$ cat src/core/conv_ctrl_pkg.sv
// constants shared by the analog converter control logic
package conv_ctrl_pkg;

  // register indices; byte address is four times the index
  localparam logic [7:0] IDX_STATUS_CONTROL = 8'h06;
  localparam logic [7:0] IDX_INPUT_REF_SEL  = 8'h07;
  localparam logic [7:0] IDX_MODE_CONTROL   = 8'h08;

  // reset values
  localparam logic [7:0] RST_STATUS_CONTROL = 8'h00;
  localparam logic [7:0] RST_INPUT_REF_SEL  = 8'h00;
  localparam logic [7:0] RST_MODE_CONTROL   = 8'h00;

  // status/control field positions
  localparam int POS_ENABLE   = 7;
  localparam int POS_START    = 6;
  localparam int POS_AUTO_TRG = 5;
  localparam int POS_DONE     = 4;
  localparam int POS_IRQ_EN   = 3;
  localparam int POS_DIV_LO   = 0;
  // input/reference select field positions
  localparam int POS_REF_LO   = 6;
  localparam int POS_SEL_LO   = 0;
  // mode control field positions
  localparam int POS_FREE_RUN = 0;

  // reference field encodings
  localparam logic [1:0] REF_SUPPLY   = 2'h0;
  localparam logic [1:0] REF_EXTERNAL = 2'h1;
  localparam logic [1:0] REF_INTERNAL = 2'h2;
  localparam logic [1:0] REF_INT_PIN  = 2'h3;

  // selector landmarks
  localparam logic [5:0] SEL_GROUND   = 6'h20;
  localparam logic [5:0] SEL_BANDGAP  = 6'h21;
  localparam logic [5:0] SEL_TEMP     = 6'h22;
  localparam logic [5:0] SEL_CAL_IN0  = 6'h23;

  // conversion lengths in converter clock cycles
  localparam logic [4:0] CONV_CYCLES_NORMAL = 5'h0d;
  localparam logic [4:0] CONV_CYCLES_FIRST  = 5'h19;

  // prescaler division factors for codes 0..7
  localparam logic [7:0] DIV_FACTOR [8] = '{8'h02, 8'h02, 8'h04, 8'h08,
                                            8'h10, 8'h20, 8'h40, 8'h80};

  typedef enum logic {ST_IDLE, ST_CONVERT} conv_state_t;

endpackage

$ cat src/core/analog_converter_control.sv
// control logic of a 10-bit successive-approximation converter with APB registers
`timescale 1ns/1ps
module analog_converter_control
  import conv_ctrl_pkg::*;
(
  input  wire logic        REF_CLK_I,         // system clock, 125 MHz
  input  wire logic        RST_B_I,           // asynchronous reset, active low
  input  wire logic        PSEL_I,            // apb select
  input  wire logic        PENABLE_I,         // apb access phase
  input  wire logic        PWRITE_I,          // apb direction, high for write
  input  wire logic [31:0] PADDR_I,           // apb byte address
  input  wire logic [31:0] PWDATA_I,          // apb write data
  output logic      [31:0] PRDATA_O,          // apb read data
  output logic             PREADY_O,          // apb ready
  output logic             PSLVERR_O,         // apb error on unmapped address
  input  wire logic        TRIGGER_I,         // auto trigger source, asynchronous
  input  wire logic        IRQ_ACK_I,         // interrupt vector taken, clears done flag
  output logic             CONV_POWER_O,      // converter powered
  output logic             CONV_BUSY_O,       // conversion in progress
  output logic             CONV_INIT_O,       // initialising first conversion
  output logic             CONV_CLK_EN_O,     // one-cycle converter clock enable
  output logic             CONV_DONE_O,       // one-cycle pulse at completion
  output logic             CONV_IRQ_O,        // done flag gated by its enable
  output logic             REF_SUPPLY_O,      // supply used as reference
  output logic             REF_EXTERNAL_O,    // external reference pin used
  output logic             REF_INTERNAL_O,    // internal 1.1V reference used
  output logic             REF_PIN_DRIVE_O,   // internal reference driven onto pin
  output logic             DIFF_MODE_O,       // differential path selected
  output logic             GAIN_20X_O,        // gain stage at 20x
  output logic       [2:0] POS_INPUT_O,       // positive or single-ended input
  output logic       [2:0] NEG_INPUT_O,       // negative input in differential mode
  output logic             GROUND_SEL_O,      // analog ground selected
  output logic             BANDGAP_SEL_O,     // internal reference as input
  output logic             TEMP_SENSOR_EN_O   // temperature sensor channel enabled
);

  //////////////////////////////////////////////////////////////////////////////
  // declarations

  logic        trg_meta_reg;
  logic        trg_sync_reg;
  logic        trg_prev_reg;
  logic        enable_reg;
  logic        start_reg;
  logic        auto_trg_reg;
  logic        done_reg;
  logic        irq_en_reg;
  logic [2:0]  div_code_reg;
  logic [1:0]  ref_reg;
  logic [5:0]  sel_reg;
  logic        free_run_reg;
  logic [1:0]  ref_applied_reg;
  logic [5:0]  sel_applied_reg;
  logic        first_pending_reg;
  logic        init_reg;
  conv_state_t state_reg;
  logic [4:0]  cyc_reg;
  logic [4:0]  cyc_len_reg;
  logic [6:0]  presc_reg;
  logic        tick_reg;
  logic        done_pulse_reg;
  logic [31:0] rdata_reg;
  logic        slverr_reg;

  logic        setup_phase;
  logic        wr_access;
  logic        hit_ctrl;
  logic        hit_sel;
  logic        hit_mode;
  logic        wr_ctrl;
  logic        wr_sel;
  logic        wr_mode;
  logic        enable_next;
  logic        sw_start;
  logic        trg_start;
  logic        finish;
  logic        restart;
  logic        begin_conv;
  logic [7:0]  ctrl_view;

  //////////////////////////////////////////////////////////////////////////////
  // apb decode: zero wait states, read data captured during the setup phase, writes taken in the access phase

  assign setup_phase = PSEL_I & ~PENABLE_I;
  assign wr_access   = PSEL_I & PENABLE_I & PWRITE_I;
  assign hit_ctrl    = (PADDR_I == {22'h0, IDX_STATUS_CONTROL, 2'h0});
  assign hit_sel     = (PADDR_I == {22'h0, IDX_INPUT_REF_SEL, 2'h0});
  assign hit_mode    = (PADDR_I == {22'h0, IDX_MODE_CONTROL, 2'h0});
  assign wr_ctrl     = wr_access & hit_ctrl;
  assign wr_sel      = wr_access & hit_sel;
  assign wr_mode     = wr_access & hit_mode;
  assign PREADY_O    = 1'b1;
  assign PRDATA_O    = rdata_reg;
  assign PSLVERR_O   = slverr_reg;

  // start bit reads as the live conversion state
  assign ctrl_view = {enable_reg, start_reg, auto_trg_reg, done_reg,
                      irq_en_reg, div_code_reg};

  // read data and error are latched in setup so they stand through access
  always_ff @(posedge REF_CLK_I or negedge RST_B_I) begin
    if (!RST_B_I) begin
      rdata_reg  <= 32'h0;
      slverr_reg <= 1'b0;
    end else if (setup_phase) begin
      slverr_reg <= ~(hit_ctrl | hit_sel | hit_mode);
      if (hit_ctrl) begin
        rdata_reg <= {24'h0, ctrl_view};
      end else if (hit_sel) begin
        rdata_reg <= {24'h0, ref_reg, sel_reg};
      end else if (hit_mode) begin
        rdata_reg <= {31'h0, free_run_reg};
      end else begin
        rdata_reg <= 32'h0;
      end
    end
  end

  //////////////////////////////////////////////////////////////////////////////
  // software registers

  assign enable_next = wr_ctrl ? PWDATA_I[POS_ENABLE] : enable_reg;

  // plain control fields of the status/control register
  always_ff @(posedge REF_CLK_I or negedge RST_B_I) begin
    if (!RST_B_I) begin
      enable_reg   <= RST_STATUS_CONTROL[POS_ENABLE];
      auto_trg_reg <= RST_STATUS_CONTROL[POS_AUTO_TRG];
      irq_en_reg   <= RST_STATUS_CONTROL[POS_IRQ_EN];
      div_code_reg <= RST_STATUS_CONTROL[POS_DIV_LO +: 3];
    end else if (wr_ctrl) begin
      enable_reg   <= PWDATA_I[POS_ENABLE];
      auto_trg_reg <= PWDATA_I[POS_AUTO_TRG];
      irq_en_reg   <= PWDATA_I[POS_IRQ_EN];
      div_code_reg <= PWDATA_I[POS_DIV_LO +: 3];
    end
  end

  // written selection; the converter sees it only through the applied copy
  always_ff @(posedge REF_CLK_I or negedge RST_B_I) begin
    if (!RST_B_I) begin
      ref_reg <= RST_INPUT_REF_SEL[POS_REF_LO +: 2];
      sel_reg <= RST_INPUT_REF_SEL[POS_SEL_LO +: 6];
    end else if (wr_sel) begin
      ref_reg <= PWDATA_I[POS_REF_LO +: 2];
      sel_reg <= PWDATA_I[POS_SEL_LO +: 6];
    end
  end

  // free-running mode select
  always_ff @(posedge REF_CLK_I or negedge RST_B_I) begin
    if (!RST_B_I) begin
      free_run_reg <= RST_MODE_CONTROL[POS_FREE_RUN];
    end else if (wr_mode) begin
      free_run_reg <= PWDATA_I[POS_FREE_RUN];
    end
  end

  // done flag: a completion in the clearing cycle wins over the clear
  always_ff @(posedge REF_CLK_I or negedge RST_B_I) begin
    if (!RST_B_I) begin
      done_reg <= RST_STATUS_CONTROL[POS_DONE];
    end else if (finish) begin
      done_reg <= 1'b1;
    end else if ((wr_ctrl & PWDATA_I[POS_DONE]) | IRQ_ACK_I) begin
      done_reg <= 1'b0;
    end
  end

  //////////////////////////////////////////////////////////////////////////////
  // trigger input synchroniser and edge detect

  always_ff @(posedge REF_CLK_I or negedge RST_B_I) begin
    if (!RST_B_I) begin
      trg_meta_reg <= 1'b0;
      trg_sync_reg <= 1'b0;
      trg_prev_reg <= 1'b0;
    end else begin
      trg_meta_reg <= TRIGGER_I;
      trg_sync_reg <= trg_meta_reg;
      trg_prev_reg <= trg_sync_reg;
    end
  end

  //////////////////////////////////////////////////////////////////////////////
  // prescaler: one-cycle enable at the converter clock rate

  always_ff @(posedge REF_CLK_I or negedge RST_B_I) begin
    if (!RST_B_I) begin
      presc_reg <= 7'h0;
      tick_reg  <= 1'b0;
    end else if (!enable_reg) begin
      presc_reg <= 7'h0;
      tick_reg  <= 1'b0;
    end else if ({1'b0, presc_reg} >= DIV_FACTOR[div_code_reg] - 8'h01) begin
      presc_reg <= 7'h0;
      tick_reg  <= 1'b1;
    end else begin
      presc_reg <= presc_reg + 7'h1;
      tick_reg  <= 1'b0;
    end
  end

  //////////////////////////////////////////////////////////////////////////////
  // conversion sequencing

  // a start needs the converter enabled after this cycle's write
  assign sw_start   = wr_ctrl & PWDATA_I[POS_START] & PWDATA_I[POS_ENABLE];
  assign trg_start  = auto_trg_reg & ~free_run_reg & trg_sync_reg & ~trg_prev_reg;
  assign finish     = (state_reg == ST_CONVERT) & enable_next & tick_reg
                      & (cyc_reg == cyc_len_reg - 5'h1);
  assign restart    = finish & auto_trg_reg & free_run_reg;
  assign begin_conv = (state_reg == ST_IDLE) & enable_next & (sw_start | trg_start);

  // the first conversion after enabling is marked for initialisation
  always_ff @(posedge REF_CLK_I or negedge RST_B_I) begin
    if (!RST_B_I) begin
      first_pending_reg <= 1'b0;
    end else if (!enable_next) begin
      first_pending_reg <= 1'b0;
    end else if (!enable_reg) begin
      first_pending_reg <= ~begin_conv;
    end else if (begin_conv) begin
      first_pending_reg <= 1'b0;
    end
  end

  // state, cycle count and length of the running conversion
  always_ff @(posedge REF_CLK_I or negedge RST_B_I) begin
    if (!RST_B_I) begin
      state_reg   <= ST_IDLE;
      cyc_reg     <= 5'h0;
      cyc_len_reg <= CONV_CYCLES_NORMAL;
      init_reg    <= 1'b0;
    end else if (!enable_next) begin
      state_reg <= ST_IDLE;
      cyc_reg   <= 5'h0;
      init_reg  <= 1'b0;
    end else begin
      unique case (state_reg)
        ST_IDLE: begin
          if (begin_conv) begin
            state_reg <= ST_CONVERT;
            cyc_reg   <= 5'h0;
            // enable written in this same cycle also counts as first
            if (first_pending_reg | ~enable_reg) begin
              cyc_len_reg <= CONV_CYCLES_FIRST;
              init_reg    <= 1'b1;
            end else begin
              cyc_len_reg <= CONV_CYCLES_NORMAL;
              init_reg    <= 1'b0;
            end
          end
        end
        ST_CONVERT: begin
          if (finish) begin
            cyc_reg     <= 5'h0;
            init_reg    <= 1'b0;
            cyc_len_reg <= CONV_CYCLES_NORMAL;
            state_reg   <= restart ? ST_CONVERT : ST_IDLE;
          end else if (tick_reg) begin
            cyc_reg <= cyc_reg + 5'h1;
          end
        end
      endcase
    end
  end

  // start bit mirrors the conversion; writing zero leaves it alone
  always_ff @(posedge REF_CLK_I or negedge RST_B_I) begin
    if (!RST_B_I) begin
      start_reg <= RST_STATUS_CONTROL[POS_START];
    end else if (!enable_next) begin
      start_reg <= 1'b0;
    end else if (begin_conv) begin
      start_reg <= 1'b1;
    end else if (finish) begin
      start_reg <= restart;
    end
  end

  // selection reaches the analog side only between conversions
  always_ff @(posedge REF_CLK_I or negedge RST_B_I) begin
    if (!RST_B_I) begin
      ref_applied_reg <= RST_INPUT_REF_SEL[POS_REF_LO +: 2];
      sel_applied_reg <= RST_INPUT_REF_SEL[POS_SEL_LO +: 6];
    end else if (state_reg == ST_IDLE || finish) begin
      ref_applied_reg <= wr_sel ? PWDATA_I[POS_REF_LO +: 2] : ref_reg;
      sel_applied_reg <= wr_sel ? PWDATA_I[POS_SEL_LO +: 6] : sel_reg;
    end
  end

  // completion pulse
  always_ff @(posedge REF_CLK_I or negedge RST_B_I) begin
    if (!RST_B_I) begin
      done_pulse_reg <= 1'b0;
    end else begin
      done_pulse_reg <= finish;
    end
  end

  assign CONV_POWER_O  = enable_reg;
  assign CONV_BUSY_O   = start_reg;
  assign CONV_INIT_O   = init_reg;
  assign CONV_CLK_EN_O = tick_reg;
  assign CONV_DONE_O   = done_pulse_reg;
  assign CONV_IRQ_O    = done_reg & irq_en_reg;

  //////////////////////////////////////////////////////////////////////////////
  // reference decode; code 11 puts the internal reference on the pin, so
  // nothing outside may drive that pin in this setting

  always_ff @(posedge REF_CLK_I or negedge RST_B_I) begin
    if (!RST_B_I) begin
      REF_SUPPLY_O    <= 1'b0;
      REF_EXTERNAL_O  <= 1'b0;
      REF_INTERNAL_O  <= 1'b0;
      REF_PIN_DRIVE_O <= 1'b0;
    end else begin
      REF_SUPPLY_O    <= (ref_applied_reg == REF_SUPPLY);
      REF_EXTERNAL_O  <= (ref_applied_reg == REF_EXTERNAL);
      REF_INTERNAL_O  <= (ref_applied_reg == REF_INTERNAL) |
                         (ref_applied_reg == REF_INT_PIN);
      REF_PIN_DRIVE_O <= (ref_applied_reg == REF_INT_PIN);
    end
  end

  //////////////////////////////////////////////////////////////////////////////
  // channel decode

  // normal pair for index 0..11 as {positive, negative}
  function automatic logic [5:0] pair_of(input logic [3:0] idx);
    unique case (idx)
      4'h0:    pair_of = {3'h0, 3'h1};
      4'h1:    pair_of = {3'h0, 3'h3};
      4'h2:    pair_of = {3'h1, 3'h2};
      4'h3:    pair_of = {3'h1, 3'h3};
      4'h4:    pair_of = {3'h2, 3'h3};
      4'h5:    pair_of = {3'h3, 3'h4};
      4'h6:    pair_of = {3'h3, 3'h5};
      4'h7:    pair_of = {3'h3, 3'h6};
      4'h8:    pair_of = {3'h3, 3'h7};
      4'h9:    pair_of = {3'h4, 3'h5};
      4'ha:    pair_of = {3'h5, 3'h6};
      4'hb:    pair_of = {3'h6, 3'h7};
      default: pair_of = {3'h0, 3'h0};
    endcase
  endfunction

  // decoded selection is registered so the analog side sees clean levels
  always_ff @(posedge REF_CLK_I or negedge RST_B_I) begin
    if (!RST_B_I) begin
      DIFF_MODE_O      <= 1'b0;
      GAIN_20X_O       <= 1'b0;
      POS_INPUT_O      <= 3'h0;
      NEG_INPUT_O      <= 3'h0;
      GROUND_SEL_O     <= 1'b0;
      BANDGAP_SEL_O    <= 1'b0;
      TEMP_SENSOR_EN_O <= 1'b0;
    end else begin
      GROUND_SEL_O     <= (sel_applied_reg == SEL_GROUND);
      BANDGAP_SEL_O    <= (sel_applied_reg == SEL_BANDGAP);
      TEMP_SENSOR_EN_O <= (sel_applied_reg == SEL_TEMP);
      if (sel_applied_reg[5:3] == 3'h0) begin
        DIFF_MODE_O <= 1'b0;
        GAIN_20X_O  <= 1'b0;
        POS_INPUT_O <= sel_applied_reg[2:0];
        NEG_INPUT_O <= 3'h0;
      end else if (sel_applied_reg[5:3] == 3'h4) begin
        // offset calibration ties one input to both sides
        DIFF_MODE_O <= (sel_applied_reg >= SEL_CAL_IN0);
        GAIN_20X_O  <= (sel_applied_reg >= SEL_CAL_IN0) & sel_applied_reg[0];
        if (sel_applied_reg == SEL_CAL_IN0) begin
          POS_INPUT_O <= 3'h0;
          NEG_INPUT_O <= 3'h0;
        end else if (sel_applied_reg[2:1] == 2'h2) begin
          POS_INPUT_O <= 3'h3;
          NEG_INPUT_O <= 3'h3;
        end else if (sel_applied_reg[2:1] == 2'h3) begin
          POS_INPUT_O <= 3'h7;
          NEG_INPUT_O <= 3'h7;
        end else begin
          POS_INPUT_O <= 3'h0;
          NEG_INPUT_O <= 3'h0;
        end
      end else begin
        DIFF_MODE_O <= 1'b1;
        GAIN_20X_O  <= sel_applied_reg[0];
        if (sel_applied_reg[5]) begin
          // reversed pair: same table entry with sides swapped
          {NEG_INPUT_O, POS_INPUT_O} <=
            pair_of(sel_applied_reg[4:1] - 4'h4);
        end else begin
          {POS_INPUT_O, NEG_INPUT_O} <=
            pair_of(sel_applied_reg[4:1] - 4'h4);
        end
      end
    end
  end

endmodule

$ cat config.mk
export PLATFORM = sky130hd
export DESIGN_NAME = analog_converter_control
export DESIGN_NICKNAME = d
export VERILOG_FILES = /design/src/core/conv_ctrl_pkg.sv /design/src/core/analog_converter_control.sv
export SDC_FILE = /design/constraint.sdc
export NUM_CORES = 1
export LEC_CHECK = 0
export BUFFER_PORTS_ARGS = -buffer_cell sky130_fd_sc_hd__buf_2
export CORE_ASPECT_RATIO = 1.1
export CORE_MARGIN = 10
export CORE_UTILIZATION = 30
export CTS_CLUSTER_DIAMETER = 120
export DETAILED_ROUTE_END_ITERATION = 6
export GPL_ROUTABILITY_DRIVEN = 1
export PLACE_DENSITY = 0.57
export SLEW_MARGIN = 15
export SYNTH_ARGS = -nofsm -noshare
export SYNTH_HDL_FRONTEND = slang
export SYNTH_SLANG_ARGS = --single-unit
$ cat constraint.sdc
create_clock -name REF_CLK_I -period 4.3 [get_ports REF_CLK_I]
set_input_delay 0.215 -clock REF_CLK_I [delete_from_list [all_inputs] [get_ports REF_CLK_I]]
set_output_delay 0.215 -clock REF_CLK_I [all_outputs]
set_load 0.05 [all_outputs]
==> results.txt, run 1 <==
- Status: finished, final reports clean
- Yosys mapped the design onto 53 distinct sky130hd cell types.
- The most used flip-flop cell after synthesis is dfrtp_1.
- CTS placed an instance of clkbuf_16 at the clock tree root.
- Summing over every cut layer, the via total after detailed routing is 2,843.
* Flip-flop count of the largest register after layout: 8
* Diodes inserted: 0
- Power spread over the standard cell area amounts to 360.7 mW/mm2.
* Area after detailed placement: 0.004177 mm2
- Max frequency: 0.3740 GHz
* Setup repair after global routing missed its margin: false
* Post-Place Setup Slack: 1.263 ns
* Total global routing track utilization: 10.72%
- Total of flip-flops plus latches after synthesis: 71
- The biggest area contributor in the post-synthesis netlist is dfrtp_1.
- The number of global-route vias before repair is 2,872.
- At the later pin of the worst-skew pair, clock insertion delay measures 0.34 ns.
- Period utilization: 62.18%
- The longest clock path from root to sink contains 2 buffers.
- For this run the aggregate overflow at the end of global routing stands at 0.
- Share of layout cells above drive strength 1: 28.19%
- In the synthesized netlist, the number of instances is 364.
- Max-cap violations in this run came to 0.
- Summed over all cells, the static leakage comes to 2.245 nW.
* Total I/O pin count: 126
* Maximum level of the CTS H-tree: 3
* TritonCTS buffer count: 9
* Count of synthesis-stage warnings from yosys: 0
- Data on the critical path arrives at its endpoint at 2.87 ns.
* CTS tree: built
* Final critical path time including I/O delays and setup: 2.674 ns
- For this configuration, the core starts out at a cell density of 30.88%.
- The total area inside the core boundary comes to 0.01209 mm2.
* Post-route setup slack: 1.626 ns
* Worst setup SP type: flip-flop
- Entering global routing, the biggest net connects 41 pins.
- The worst setup path is of the flip-flop to flip-flop kind.
- Setup bufs post-CTS: 0
* Post-synth design cell area: 0.003732 mm2
* Number of input and output port buffers inserted: 76
* Number of rows in the core area: 42
- Data required time of the worst path: 4.49 ns
- Number of cells traversed by the worst register-to-register path: 9
* Endpoints failing hold: 0
- The count of nets left with antenna violations once routing finished came out at 0.
- Number of vias per cell: 4.730
* Post-route DRC violation count: 0
- The max-slew violation count was 0.
- The clock drives 71 sinks.
* Most area-consuming cells after synthesis: dfrtp_1 47%, mux2_2 6.3%, ha_1 5.4%
- The share of the Yosys chip area taken by registers is 47.64%.
- Aggregate negative setup slack: 0 ns
* Net count of the finished layout: 529
- At the end of routability-driven placement, the weighted congestion stood at 0.8115.
- First-iteration detailed-routing DRC count: 118
* Count of endpoints failing setup in the final report: 0
* Design Area, Final: 0.004543 mm2
* Setup clock skew after layout: 0.009265 ns
- Largest fanout on the critical path: 9
- Final routed wire length divided by cell count: 15.47 um
- The worst hold path was traced through 3 stages.
* Worst-Margin Slew: 0.7714 ns
- After clock tree synthesis, the clock-pin slew on the worst setup and hold paths is 0.06 ns.
- Minimum setup slack among reg-to-reg paths: 1.63 ns
* Antenna violations before repair: 0
- Top-area cell type share of the netlist area: 46.93%
* Share of flip-flops with an asynchronous set or reset: 100.0%
- The die is 137.0 um tall.
- Largest vdd supply drop: 0.1885 mV
- Headroom to the max-slew limit came out at 47.87%.
- Syn_area_per_cell: 10.25 um2
- Type of the worst min-delay path: primary input to flip-flop
- Wire length of the first global-routing pass: 15,080 um
- DR pass1 iterations: 4
- HPWL Detailed: 7043 um
- In this run, post-CTS repair resized a total of 0 instances.
* Number of enable flip-flop cells after synthesis: 0
- In this run the horizontal extent of the chip is 126.4 um.
- The die covers 0.01731 mm2.
- The worst setup path is captured at a flip-flop.
* Area delta synth->final: 21.72%
- Wires add up to 9298 um.
[synthesized netlist by cell type (6+ instances only)]
cell       n
dfrtp_1   70
nand2_1   28
buf_4     25
nor2_1    24
mux2_2    21
o21ai_0   18
a21oi_1   16
ha_1      16
inv_1     16
nand3_1   16
o31ai_1   11
clkbuf_1   9
mux2i_1    8
nor3_1     8
nand2b_1   7
nor4_1     6
[logic make-up (layout without fill, tap and decap cells)]
kind of cell	Yosys count	after routing	synth area share (%)
simple gates	122	122	17.30
flops	71	71	47.64
compound gates	64	64	11.36
buf+inv	52	112	7.777
mux	29	29	8.482
fa+ha+maj	16	16	5.364
xor+xnor	8	8	1.877
other cells	2	25	0.2012
[final cells by class]
type,count,area [um2]
Sequential cell,71,1778
Clock buffer,10,239.0
Fill cell,1221,7543
Clock inverter,6,107.6
Multi-Input combinational cell,264,1750
Inverter,16,60.06
Timing Repair Buffer,80,415.4
Tap cell,154,192.7
[placed cells by master (no fill, tap or decap), drive strengths merged, types with 4 or more instances in the layout]
| cell | n |
|---|---|
| nor4 | 8 |
| mux2i | 8 |
| buf | 78 |
| o21ai | 19 |
| nand3 | 16 |
| dfrtp | 70 |
| nor3 | 8 |
| ha | 16 |
| mux2 | 21 |
| xnor2 | 4 |
| inv | 16 |
| xor2 | 4 |
| o31ai | 11 |
| nand2b | 7 |
| nand3b | 4 |
| conb | 25 |
| a21oi | 16 |
| nand2 | 29 |
| clkbuf | 10 |
| nor2b | 4 |
| nor2 | 25 |
[path summary, 6_finish.rpt]
path / from / endpoint
setup / recovery: div_code_reg[1]$_DFFE_PN0N_ / presc_reg[4]$_DFF_PN0_
min in group asynchronous: RST_B_I / trg_meta_reg$_DFF_PN0_
hold / removal: PWDATA_I[0] / div_code_reg[0]$_DFFE_PN0N_
max in group asynchronous: RST_B_I / cyc_len_reg[2]$_DFFE_PN1P_
hold reg to reg: trg_meta_reg$_DFF_PN0_ / trg_sync_reg$_DFF_PN0_
setup reg to reg: div_code_reg[1]$_DFFE_PN0N_ / presc_reg[4]$_DFF_PN0_
[critical path, stage by stage (launching register included)]
cell and delay (ns):
dfrtp_1 0.46, or2_2 0.35, ha_1 0.25, nor4b_1 0.27, a21oi_1 0.09, ha_1 0.30
nand2_1 0.05, o21a_1 0.18, o211ai_1 0.49, nor2_1 0.11
[per-layer routing]
| layer | vias up | routed length (um) | global-route usage (%) | part of all wire (%) |
|---|---|---|---|---|
| li1 | 1382 | - | - | - |
| met4 | 0 | 95 | 3.165 | 1.0 |
| met2 | 90 | 4289 | 17.19 | 46 |
| met3 | 9 | 746 | 4.257 | 8.0 |
| met5 | - | 0 | 0 | 0 |
| met1 | 1362 | 4166 | 12.97 | 45 |
[what timing repair did]
item | in CTS | in global routing
hold endpoints to repair | 32 | 0
setup endpoints to repair | 0 | 0
hold buffers | 2 | 0
[metrics by stage]
stage               util, %  std cells  hold WS (ns)  total power, mW
floorplan                 -        387      -0.08059           0.7643
global placement      34.55        583        0.3121           0.7875
detailed placement    34.55        583        0.3191           0.7887
CTS                   37.59        601        0.1099            1.660
global route          37.59        601        0.1403            1.692
finish                37.59        601        0.1217            1.639
[power breakdown]
group	switching [mW]	internal, mW	leakage (nW)
Clock	0.281	0.580	0.168
Combinational	0.0830	0.0224	1.11
Sequential	0.00135	0.671	0.964
Total	0.366	1.27	2.24
Note: power is estimated with default switching activity, not from simulation.
==> run 2: changes to the inputs <==
Settings changed: ABC_AREA from default to 1, PLACE_DENSITY 0.57 to 0.59.
Clock period 4.3 ns to 2.2 ns, I/O delays scaled along.
==> run 2 against run 1 <==
  * Non-clock buffer count up 11
  * Count of clock-buffer cells in the layout grew 2
  * Synthesized area is 7.4% higher
  * Final cell count increased by 25%
  * Flip-flop and latch count is the same
  * Final area rose by 9.0%
  * Synthesized cell count is 35% higher
  * Worst setup slack worse by 1.5 ns
  * Power is 93% higher
  * Clock skew decreased by 0.0034 ns
  * Critical path depth up 4
==> results.txt, run 2 <==
- The number of buffers inserted by port buffering came to 76 (unchanged).
- The fill cell total of the finished layout is 1,347 (was 1,221).
- TritonCTS buffer count: 9 (unchanged)
- Leakage power summed over all cells: 2.723 nW (was 2.245 nW)
- Minimum setup slack among reg-to-reg paths: 0.13 ns (was 1.63 ns)
- Status: finished, final reports clean (unchanged).
* Antenna violations before repair: 0 (unchanged)
- Cells after Synth: 493 (was 364)
- Final routed wire length divided by cell count: 13.41 um (was 15.47 um)
- The cell chosen for the clock root was clkbuf_16 (unchanged).
- Worst path cell trace: nor2_2, inv_1, ha_4, nand2_1, o22ai_2, ha_1, a21oi_2, nor2_1, nor2_1, o21ai_0, inv_1, nand2_4, nor2_1 (was or2_2, ha_1, nor4b_1, a21oi_1, ha_1, nand2_1, o21a_1, o211ai_1, nor2_1).
- Data required time of the worst path: 2.47 ns (was 4.49 ns)
- Flip-flop count of the largest register after layout: 8 (unchanged)
- The sequential element share of the synthesized area was 44.36% (was 47.64%).
* Cell repeated most along the worst path: nor2_1 (was ha_1)
- Post-route DRC violation count: 0 (unchanged)
- Beginning of the worst register-to-register path: div_code_reg[1]$_DFFE_PN0N_ (unchanged)
- Largest vdd supply drop: 0.3035 mV (was 0.1885 mV)
* Net count of the finished layout: 671 (was 529)
* Final core utilization: 37.62% (was 37.59%)
- Commonest non-fill, non-tap cells in the layout: 102 x nand2_1, 76 x buf_2, 68 x dfrtp_1 (was 76 x buf_2, 70 x dfrtp_1, 28 x nand2_1)
- Critical path class: flip-flop to flip-flop (unchanged)
- The length of the first detailed-routing pass in iterations was 4 (unchanged).
- The number of cell rows was 44 (was 42).
* Total global routing track utilization: 11.23% (was 10.72%)
- The area fraction of the dominant cell type after synthesis is 43.71% (was 46.93%).
- The top achievable clock speed was 0.4829 GHz (was 0.3740 GHz).
- Most frequent standard cell in the layout excluding fill and tap cells: nand2_1 (was buf_2)
- Horizontal die dimension: 130.2 um (was 126.4 um)
- Worst setup path startpoint: div_code_reg[1]$_DFFE_PN0N_ (unchanged)
* Sum of routed wire length over all layers: 10,060 um (was 9298 um)
* Most common cell in the netlist: nand2_1 (was dfrtp_1)
- The insertion delay of the later-clocked pin in the worst-skew pair was 0.33 ns (was 0.34 ns).
- The pin count of the biggest net entering global routing is 43 (was 41).
- Number of enable flip-flop cells after synthesis: 0 (unchanged)
- The most instantiated flip-flop cell in the synthesis netlist is dfrtp_1 (unchanged).
* Setup clock skew after layout: 0.005858 ns (was 0.009265 ns)
- The area overhead of the layout relative to synthesis is 23.51% (was 21.72%).
* Crit path max-delay family: simple AND/OR/NAND/NOR gates (unchanged)
* Period utilization: 94.13% (was 62.18%)
- Worst setup SP type: flip-flop (unchanged)
* Slowest Stage Delay on Critical Path: 0.44 ns (was 0.49 ns)
- The total of warnings raised by yosys is 0 (unchanged).
- Count of unique library cells instantiated by Yosys: 38 (was 53)
* Post-synth design cell area: 0.004008 mm2 (was 0.003732 mm2)
- Total of flip-flops plus latches after synthesis: 71 (unchanged)
- The cell type of the slowest stage on the worst timing path was dfrtp_2 (was o211ai_1).
- The endpoint of the worst setup timing path is presc_reg[3]$_DFF_PN0_ (was presc_reg[4]$_DFF_PN0_).
- The combined buffer and inverter count along the critical path came to 2 (was 0).
- Count of endpoints failing setup in the final report: 0 (unchanged)
- Worst Setup End Kind: flip-flop (unchanged)
* CTS tree: built (unchanged)
* Largest fanout on the critical path: 7 (was 9)
* Clk sinks: 71 (unchanged)
- Syn_area_per_cell: 8.129 um2 (was 10.25 um2)
- Clock-pin slew on the worst setup and hold paths: 0.06 ns (about the same)
- Share of layout cells above drive strength 1: 25.47% (was 28.19%)
* Number of pins exceeding their max-slew limit in the final report: 0 (unchanged)
- Cell count after placement: 732 (was 583)
- The number of antenna cells inserted came to 0 (unchanged).
- The die boundary height was 141.2 um (was 137.0 um).
* Type of the worst min-delay path: primary input to flip-flop (unchanged)
- The final number of hold-violating endpoints was 0 (unchanged).
- Total I/O pin count: 126 (unchanged)
* Number of antenna-violating nets in the routed design: 0 (unchanged)
* Via count of the first global-routing pass: 3,589 (was 2,872)
- The cell depth of the worst flop-to-flop path is 13 (was 9).
- The area enclosed by the die boundary is 0.01839 mm2 (was 0.01731 mm2).
- The routability congestion estimate from global placement was 0.8013 (was 0.8115).
- The maximum buffer depth of the clock tree is 2 (unchanged).
- The power density over cell area was 639.2 mW/mm2 (was 360.7 mW/mm2).
- Wire length of the first global-routing pass: 16,700 um (was 15,080 um)
- The H-tree level count came to 3 (unchanged).
- Ranking of synthesized cells by instance count: 103 x nand2_1, 70 x dfrtp_1, 60 x inv_1, 55 x nor2_1, 48 x nand3_1 (was 70 x dfrtp_1, 28 x nand2_1, 25 x buf_4, 24 x nor2_1, 21 x mux2_2).
- The dominant cell type by area after synthesis is dfrtp_1 (unchanged).
- First-iteration detailed-routing DRC count: 168 (was 118)
* Number of vias after detailed routing: 3,389 (was 2,843)
- The detailed placement HPWL is 8093 um (was 7043 um).
- Grt total ovfl: 0 (unchanged)
* Worst r2r dst: presc_reg[3]$_DFF_PN0_ (was presc_reg[4]$_DFF_PN0_)
- Number of vias per cell: 4.519 (was 4.730)
- Total power: 3.164 mW (was 1.639 mW)
- The post-route non-filler standard cell count is 750 (was 601).
- Most area-consuming cells after synthesis: dfrtp_1 44%, nand2_1 9.6%, nand3_1 6.0% (was dfrtp_1 47%, mux2_2 6.3%, ha_1 5.4%).
* Share of flip-flops with an asynchronous set or reset: 100.0% (unchanged)
* Starting Density: 30.46% (was 30.88%)
* Placeable Area: 0.01316 mm2 (was 0.01209 mm2)
- The max-cap check violation count was 0 (unchanged).
- Number of cells on the critical path: 13 (was 9)
- Arrival time reported for the critical path endpoint: 2.34 ns (was 2.87 ns)
* Final critical path time including I/O delays and setup: 2.071 ns (was 2.674 ns)
-- run 2: changes by cell type in the layout (fill, tap and decap cells not counted), moves of 10 or more --
cell     change
nand2_1     +74
inv_1       +43
nand3_1     +30
nor2_1      +29
mux2_2      -21
o31ai_1     -11
buf_4       +10
-- run 2: worst min-delay path by stage --
stage                     start                      end  slack (ns)  depth (start not counted)
global placement        RST_B_I   cyc_reg[1]$_DFFE_PN0P_        0.03                          1
finish                IRQ_ACK_I     done_reg$_DFFE_PN0P_        0.07                          4
CTS                 PWDATA_I[4]     sel_reg[4]$_DFF_PN0_        0.07                          3
global route        PWDATA_I[4]     sel_reg[4]$_DFF_PN0_        0.08                          3
floorplan               RST_B_I  BANDGAP_SEL_O$_DFF_PN0_       -0.19                          0
detailed placement      RST_B_I   cyc_reg[2]$_DFFE_PN0P_        0.03                          1
-- run 2: where the power goes --
part	leakage (nW)	internal (mW)	switching [mW]	total [mW]
clock	0.147	0.969	0.538	1.51
sequential	0.947	1.33	0.0144	1.34
combinational	1.63	0.0692	0.247	0.316
total	2.72	2.36	0.799	3.16
-- run 2: timing repair --
item | CTS | global route
hold buffers | 2 | 0
pin swaps | 0 | 3
setup endpoints to repair | 7 | 8
gates resized for setup | 1 | 16
endpoints found under the hold margin | 12 | 0
setup buffers | 0 | 0
-- run 2: tightest hold or removal path, stage by stage --
cell,delay [ns]
buf_2,0.08
inv_1,0.05
o211ai_1,0.08
nand2_1,0.06
-- run 2: routing by layer --
metal | track usage [%] | routed length [um] | vias to the layer above
met5 | 0 | 0 | -
li1 | - | - | 1708
met2 | 19.08 | 5054 | 80
met3 | 3.713 | 560 | 14
met1 | 13.19 | 4340 | 1587
met4 | 2.903 | 101 | 0
-- run 2: metrics by stage --
stage	TNS (ns)	instance area, um2	hold slack, ns	setup slack [ns]
2_1_floorplan	0	4094	-0.1856	0.1355
3_3_place_gp	0	4539	0.02571	0.01953
3_5_place_dp	-0.2539	4539	0.03201	-0.04013
4_1_cts	0	4881	0.07061	0.005926
5_1_grt	-0.1683	4950	0.07924	-0.03482
6_report	0	4950	0.07336	0.1292
-- run 2: final cells by class --
| class | count | area [um2] | area share [%] |
|---|---|---|---|
| multi-input combinational | 347 | 1898 | 38.35 |
| sequential | 71 | 1780 | 35.97 |
| timing repair buffer | 91 | 510.5 | 10.31 |
| clock buffer | 12 | 266.5 | 5.384 |
| inverter | 64 | 240.2 | 4.853 |
| tap | 161 | 201.4 | 4.070 |
| clock inverter | 4 | 52.55 | 1.062 |
-- run 2: kinds of logic (layout without fill, tap and decap cells) --
family                     after synthesis  in the layout  share of synthesized area, %
AOI/OAI and AO/OA                       55             55                         8.492
xor gates and xnor gates                11             11                         2.404
adders and majority gates               16             16                         4.995
buffers and inverters                   98            171                         12.14
DFF                                     71             71                         44.36
other                                    2             25                        0.1874
and+or+nand+nor                        240            240                         27.41
==> run 3: changes to the inputs <==
Settings changed: CORE_MARGIN 10 to 2, GPL_ROUTABILITY_DRIVEN 1 to default.
==> run 3 against run 2 <==
  * Global-route usage increased by 2.3 points
  * Via count rose by 0.86%
  * Worst setup slack got worse by 0.063 ns
  * Count of clock-buffer cells in the layout shrank 1
  * Critical path type unchanged
==> results.txt, run 3 (same netlist as run 2, synthesis figures left out) <==
- Status: finished, final reports clean (unchanged)
- The post-layout utilization of the core is 37.65% (was 37.62%).
- Maximum level of the CTS H-tree: 3 (unchanged)
* Starting Density: 30.59% (was 30.46%)
- Sequential fraction of design power: 41.1% (was 42.4%)
* DR pass1 iterations: 4 (unchanged)
* Share of layout cells above drive strength 1: 24.70% (was 25.47%)
- Total power: 3.256 mW (was 3.164 mW)
- Type of the worst min-delay path: primary input to flip-flop (unchanged)
* Internal power: 2.446 mW (was 2.365 mW)
- The vias after detailed routing was 3,418 (was 3,389).
- The die boundary height came to 125.2 um (was 141.2 um).
- The portion of the clock cycle consumed by the worst path in the final layout was 97.01% (was 94.13%).
- The flip-flop count of the largest register after layout was 8 (unchanged).
- Diodes inserted: 0 (unchanged)
- The detailed placement HPWL was 7056 um (was 8093 um).
- The minimum clock period after layout was 2.134 ns (was 2.071 ns).
* Grt total ovfl: 0 (unchanged)
- Total I/O pin count: 126 (unchanged)
* Number of rows in the core area: 44 (unchanged)
* Number of input and output port buffers inserted: 76 (unchanged)
- The clock share of power came to 49.3% (was 47.6%).
* Leakage power summed over all cells: 2.733 nW (was 2.723 nW)
- Number of vias per cell: 4.545 (was 4.519)
- Hold Path Stages: 4 (unchanged)
- The max-slew violation count was 0 (unchanged).
* Switching fraction of total power: 24.87% (was 25.26%)
- Endpoints failing hold: 0 (unchanged)
- The fill cell total of the finished layout was 1,362 (was 1,347).
- The pin count of the biggest net entering global routing is 72 (was 43).
- Clk sinks: 71 (unchanged)
- The power density over cell area came to 659.9 mW/mm2 (was 639.2 mW/mm2).
- The type of origin of the critical path is a flip-flop (unchanged).
* Die footprint: 0.01430 mm2 (was 0.01839 mm2)
* Final routed wire length divided by cell count: 12.49 um (was 13.41 um)
- Largest vdd supply drop: 0.3276 mV (was 0.3035 mV)
- The total negative setup slack came to 0 ns (unchanged).
* Sequential cell area: 0.001778 mm2 (was 0.001780 mm2)
- TritonCTS buffer count: 9 (unchanged)
* Via count of the first global-routing pass: 3,264 (was 3,589)
- Multi-input logic area: 0.001856 mm2 (was 0.001898 mm2)
- Net count of the finished layout: 673 (was 671)
* Sum of routed wire length over all layers: 9396 um (was 10,060 um)
* Wire length of the first global-routing pass: 15,240 um (was 16,700 um)
- The worst-case clock skew came to 0.006736 ns (was 0.005858 ns).
- Setup repair after global routing missed its margin: true
- The global-route usage over all layers is 13.49% (was 11.23%).
* Count of endpoints failing setup in the final report: 0 (unchanged)
- Commonest non-fill, non-tap cells in the layout: 102 x nand2_1, 76 x buf_2, 70 x dfrtp_1 (was 102 x nand2_1, 76 x buf_2, 68 x dfrtp_1)
- Arrival time reported for the critical path endpoint: 2.40 ns (was 2.34 ns)
- Logic pwr share: 9.6% (was 10.0%)
- The cell depth of the worst flop-to-flop path came to 13 (unchanged).
- Horizontal die dimension: 114.2 um (was 130.2 um)
- The top achievable clock speed came to 0.4686 GHz (was 0.4829 GHz).
- First-iteration detailed-routing DRC count: 199 (was 168)
- Critical path class: flip-flop to flip-flop (unchanged)
- The count of antenna-violating nets left after detailed routing is 0 (unchanged).
- The maximum net fanout on the critical path was 7 (unchanged).
* Most frequent standard cell in the layout excluding fill and tap cells: nand2_1 (unchanged)
* Placeable Area: 0.01310 mm2 (was 0.01316 mm2)
- The critical path endpoint category was a flip-flop (unchanged).
* Reported net switching power: 809.6 uW (was 799.3 uW)
* Total of max-cap violations: 0 (unchanged)
* Antenna violations before repair: 0 (unchanged)
- Buffer cell driving the clock tree root: clkbuf_16 (unchanged)
- Source-to-sink clock delay at the later pin of the worst-skew pair: 0.34 ns (was 0.33 ns)
- Worst-case clock buffer depth: 2 (unchanged)
* Area delta synth->final: 23.10% (was 23.51%)
- Routability congestion estimate: 0.8123 (was 0.8013)
- The required time of the critical path was 2.46 ns (was 2.47 ns).
- The clock tree from TritonCTS is built (unchanged).
- The clock-pin slew on the worst setup and hold paths came to 0.06 ns (about the same).
* Post-route DRC violation count: 0 (unchanged)
[run 3: cell types whose count changed in the layout (fill, tap and decap cells not counted), moves of 2 or more]
cell     previous run  this run
a21oi_1            19        21
a21oi_2             2         0
buf_4              12        14
dfrtp_1            68        70
dfrtp_2             2         0
ha_4                2         0
nand3_1            46        48
nand3_2             4         2
nor2_1             53        51
nor2_2              5         7
[run 3: layout make-up]
type	instances	share of cell area [%]
clock buffer	11	5.123
sequential	71	36.04
timing repair buffer	93	10.65
clock inverter	5	1.623
multi-input combinational	347	37.61
tap	161	4.083
inverter	64	4.869
[run 3: path summary, 6_finish.rpt]
path / start / endpoint / slack [ns]
worst min register to register: trg_meta_reg$_DFF_PN0_ / trg_sync_reg$_DFF_PN0_ / 0.35
worst min-delay path: IRQ_ACK_I / done_reg$_DFFE_PN0P_ / 0.06
worst max register to register: div_code_reg[2]$_DFFE_PN0N_ / presc_reg[1]$_DFF_PN0_ / 0.07
min in group asynchronous: RST_B_I / cyc_reg[1]$_DFFE_PN0P_ / 0.31
worst max-delay path: div_code_reg[2]$_DFFE_PN0N_ / presc_reg[1]$_DFF_PN0_ / 0.07
max in group asynchronous: RST_B_I / cyc_len_reg[2]$_DFFE_PN1P_ / 1.55
[run 3: routing by layer]
| layer | up-vias | GRT usage [%] | share of wire (%) |
|---|---|---|---|
| met1 | 1585 | 16.47 | 42 |
| met2 | 105 | 22.97 | 50 |
| li1 | 1716 | - | - |
| met4 | 0 | 4.304 | 1.3 |
| met5 | - | 0 | 0 |
| met3 | 12 | 3.732 | 6.6 |
[run 3: power by group through the flow]
stage / registers (mW) / clock network [mW] / logic (mW)
3_3_place_gp: 1.36 / 0 / 0.308
4_1_cts: 1.34 / 1.64 / 0.315
3_5_place_dp: 1.36 / 0 / 0.312
6_report: 1.34 / 1.60 / 0.311
2_1_floorplan: 1.42 / 0 / 0.176
5_1_grt: 1.34 / 1.69 / 0.338
[run 3: per-stage QoR]
step | cell area, um2 | setup WS [ns] | cells | hold slack [ns]
floorplan | 4094 | 0.1355 | 516 | -0.1856
global placement | 4532 | 0.06410 | 731 | 0.1591
CTS | 4887 | 0.05079 | 749 | 0.06535
finish | 4933 | 0.06578 | 752 | 0.06074
detailed placement | 4532 | -0.01231 | 731 | 0.1675
global route | 4933 | -0.05940 | 752 | 0.09056
[run 3: worst max-delay path: stages, from the launching register on]
cell and delay [ns]:
dfrtp_1 0.43, nor2_2 0.16, inv_1 0.07, ha_2 0.19, xnor2_1 0.14, inv_1 0.06
ha_1 0.28, a21oi_1 0.14, o21ai_0 0.09, nand4_1 0.10, o21ai_0 0.09, inv_1 0.13
nand2_4 0.10, nor2_1 0.10
[run 3: repair_timing]
| action | in CTS | in global routing |
|---|---|---|
| endpoints found under the hold margin | 71 | 0 |
| buffers inserted | 0 | 3 |
| resized for setup | 1 | 8 |
| pin swaps | 0 | 1 |
| hold buffers | 2 | 0 |
| setup endpoints to repair | 7 | 8 |
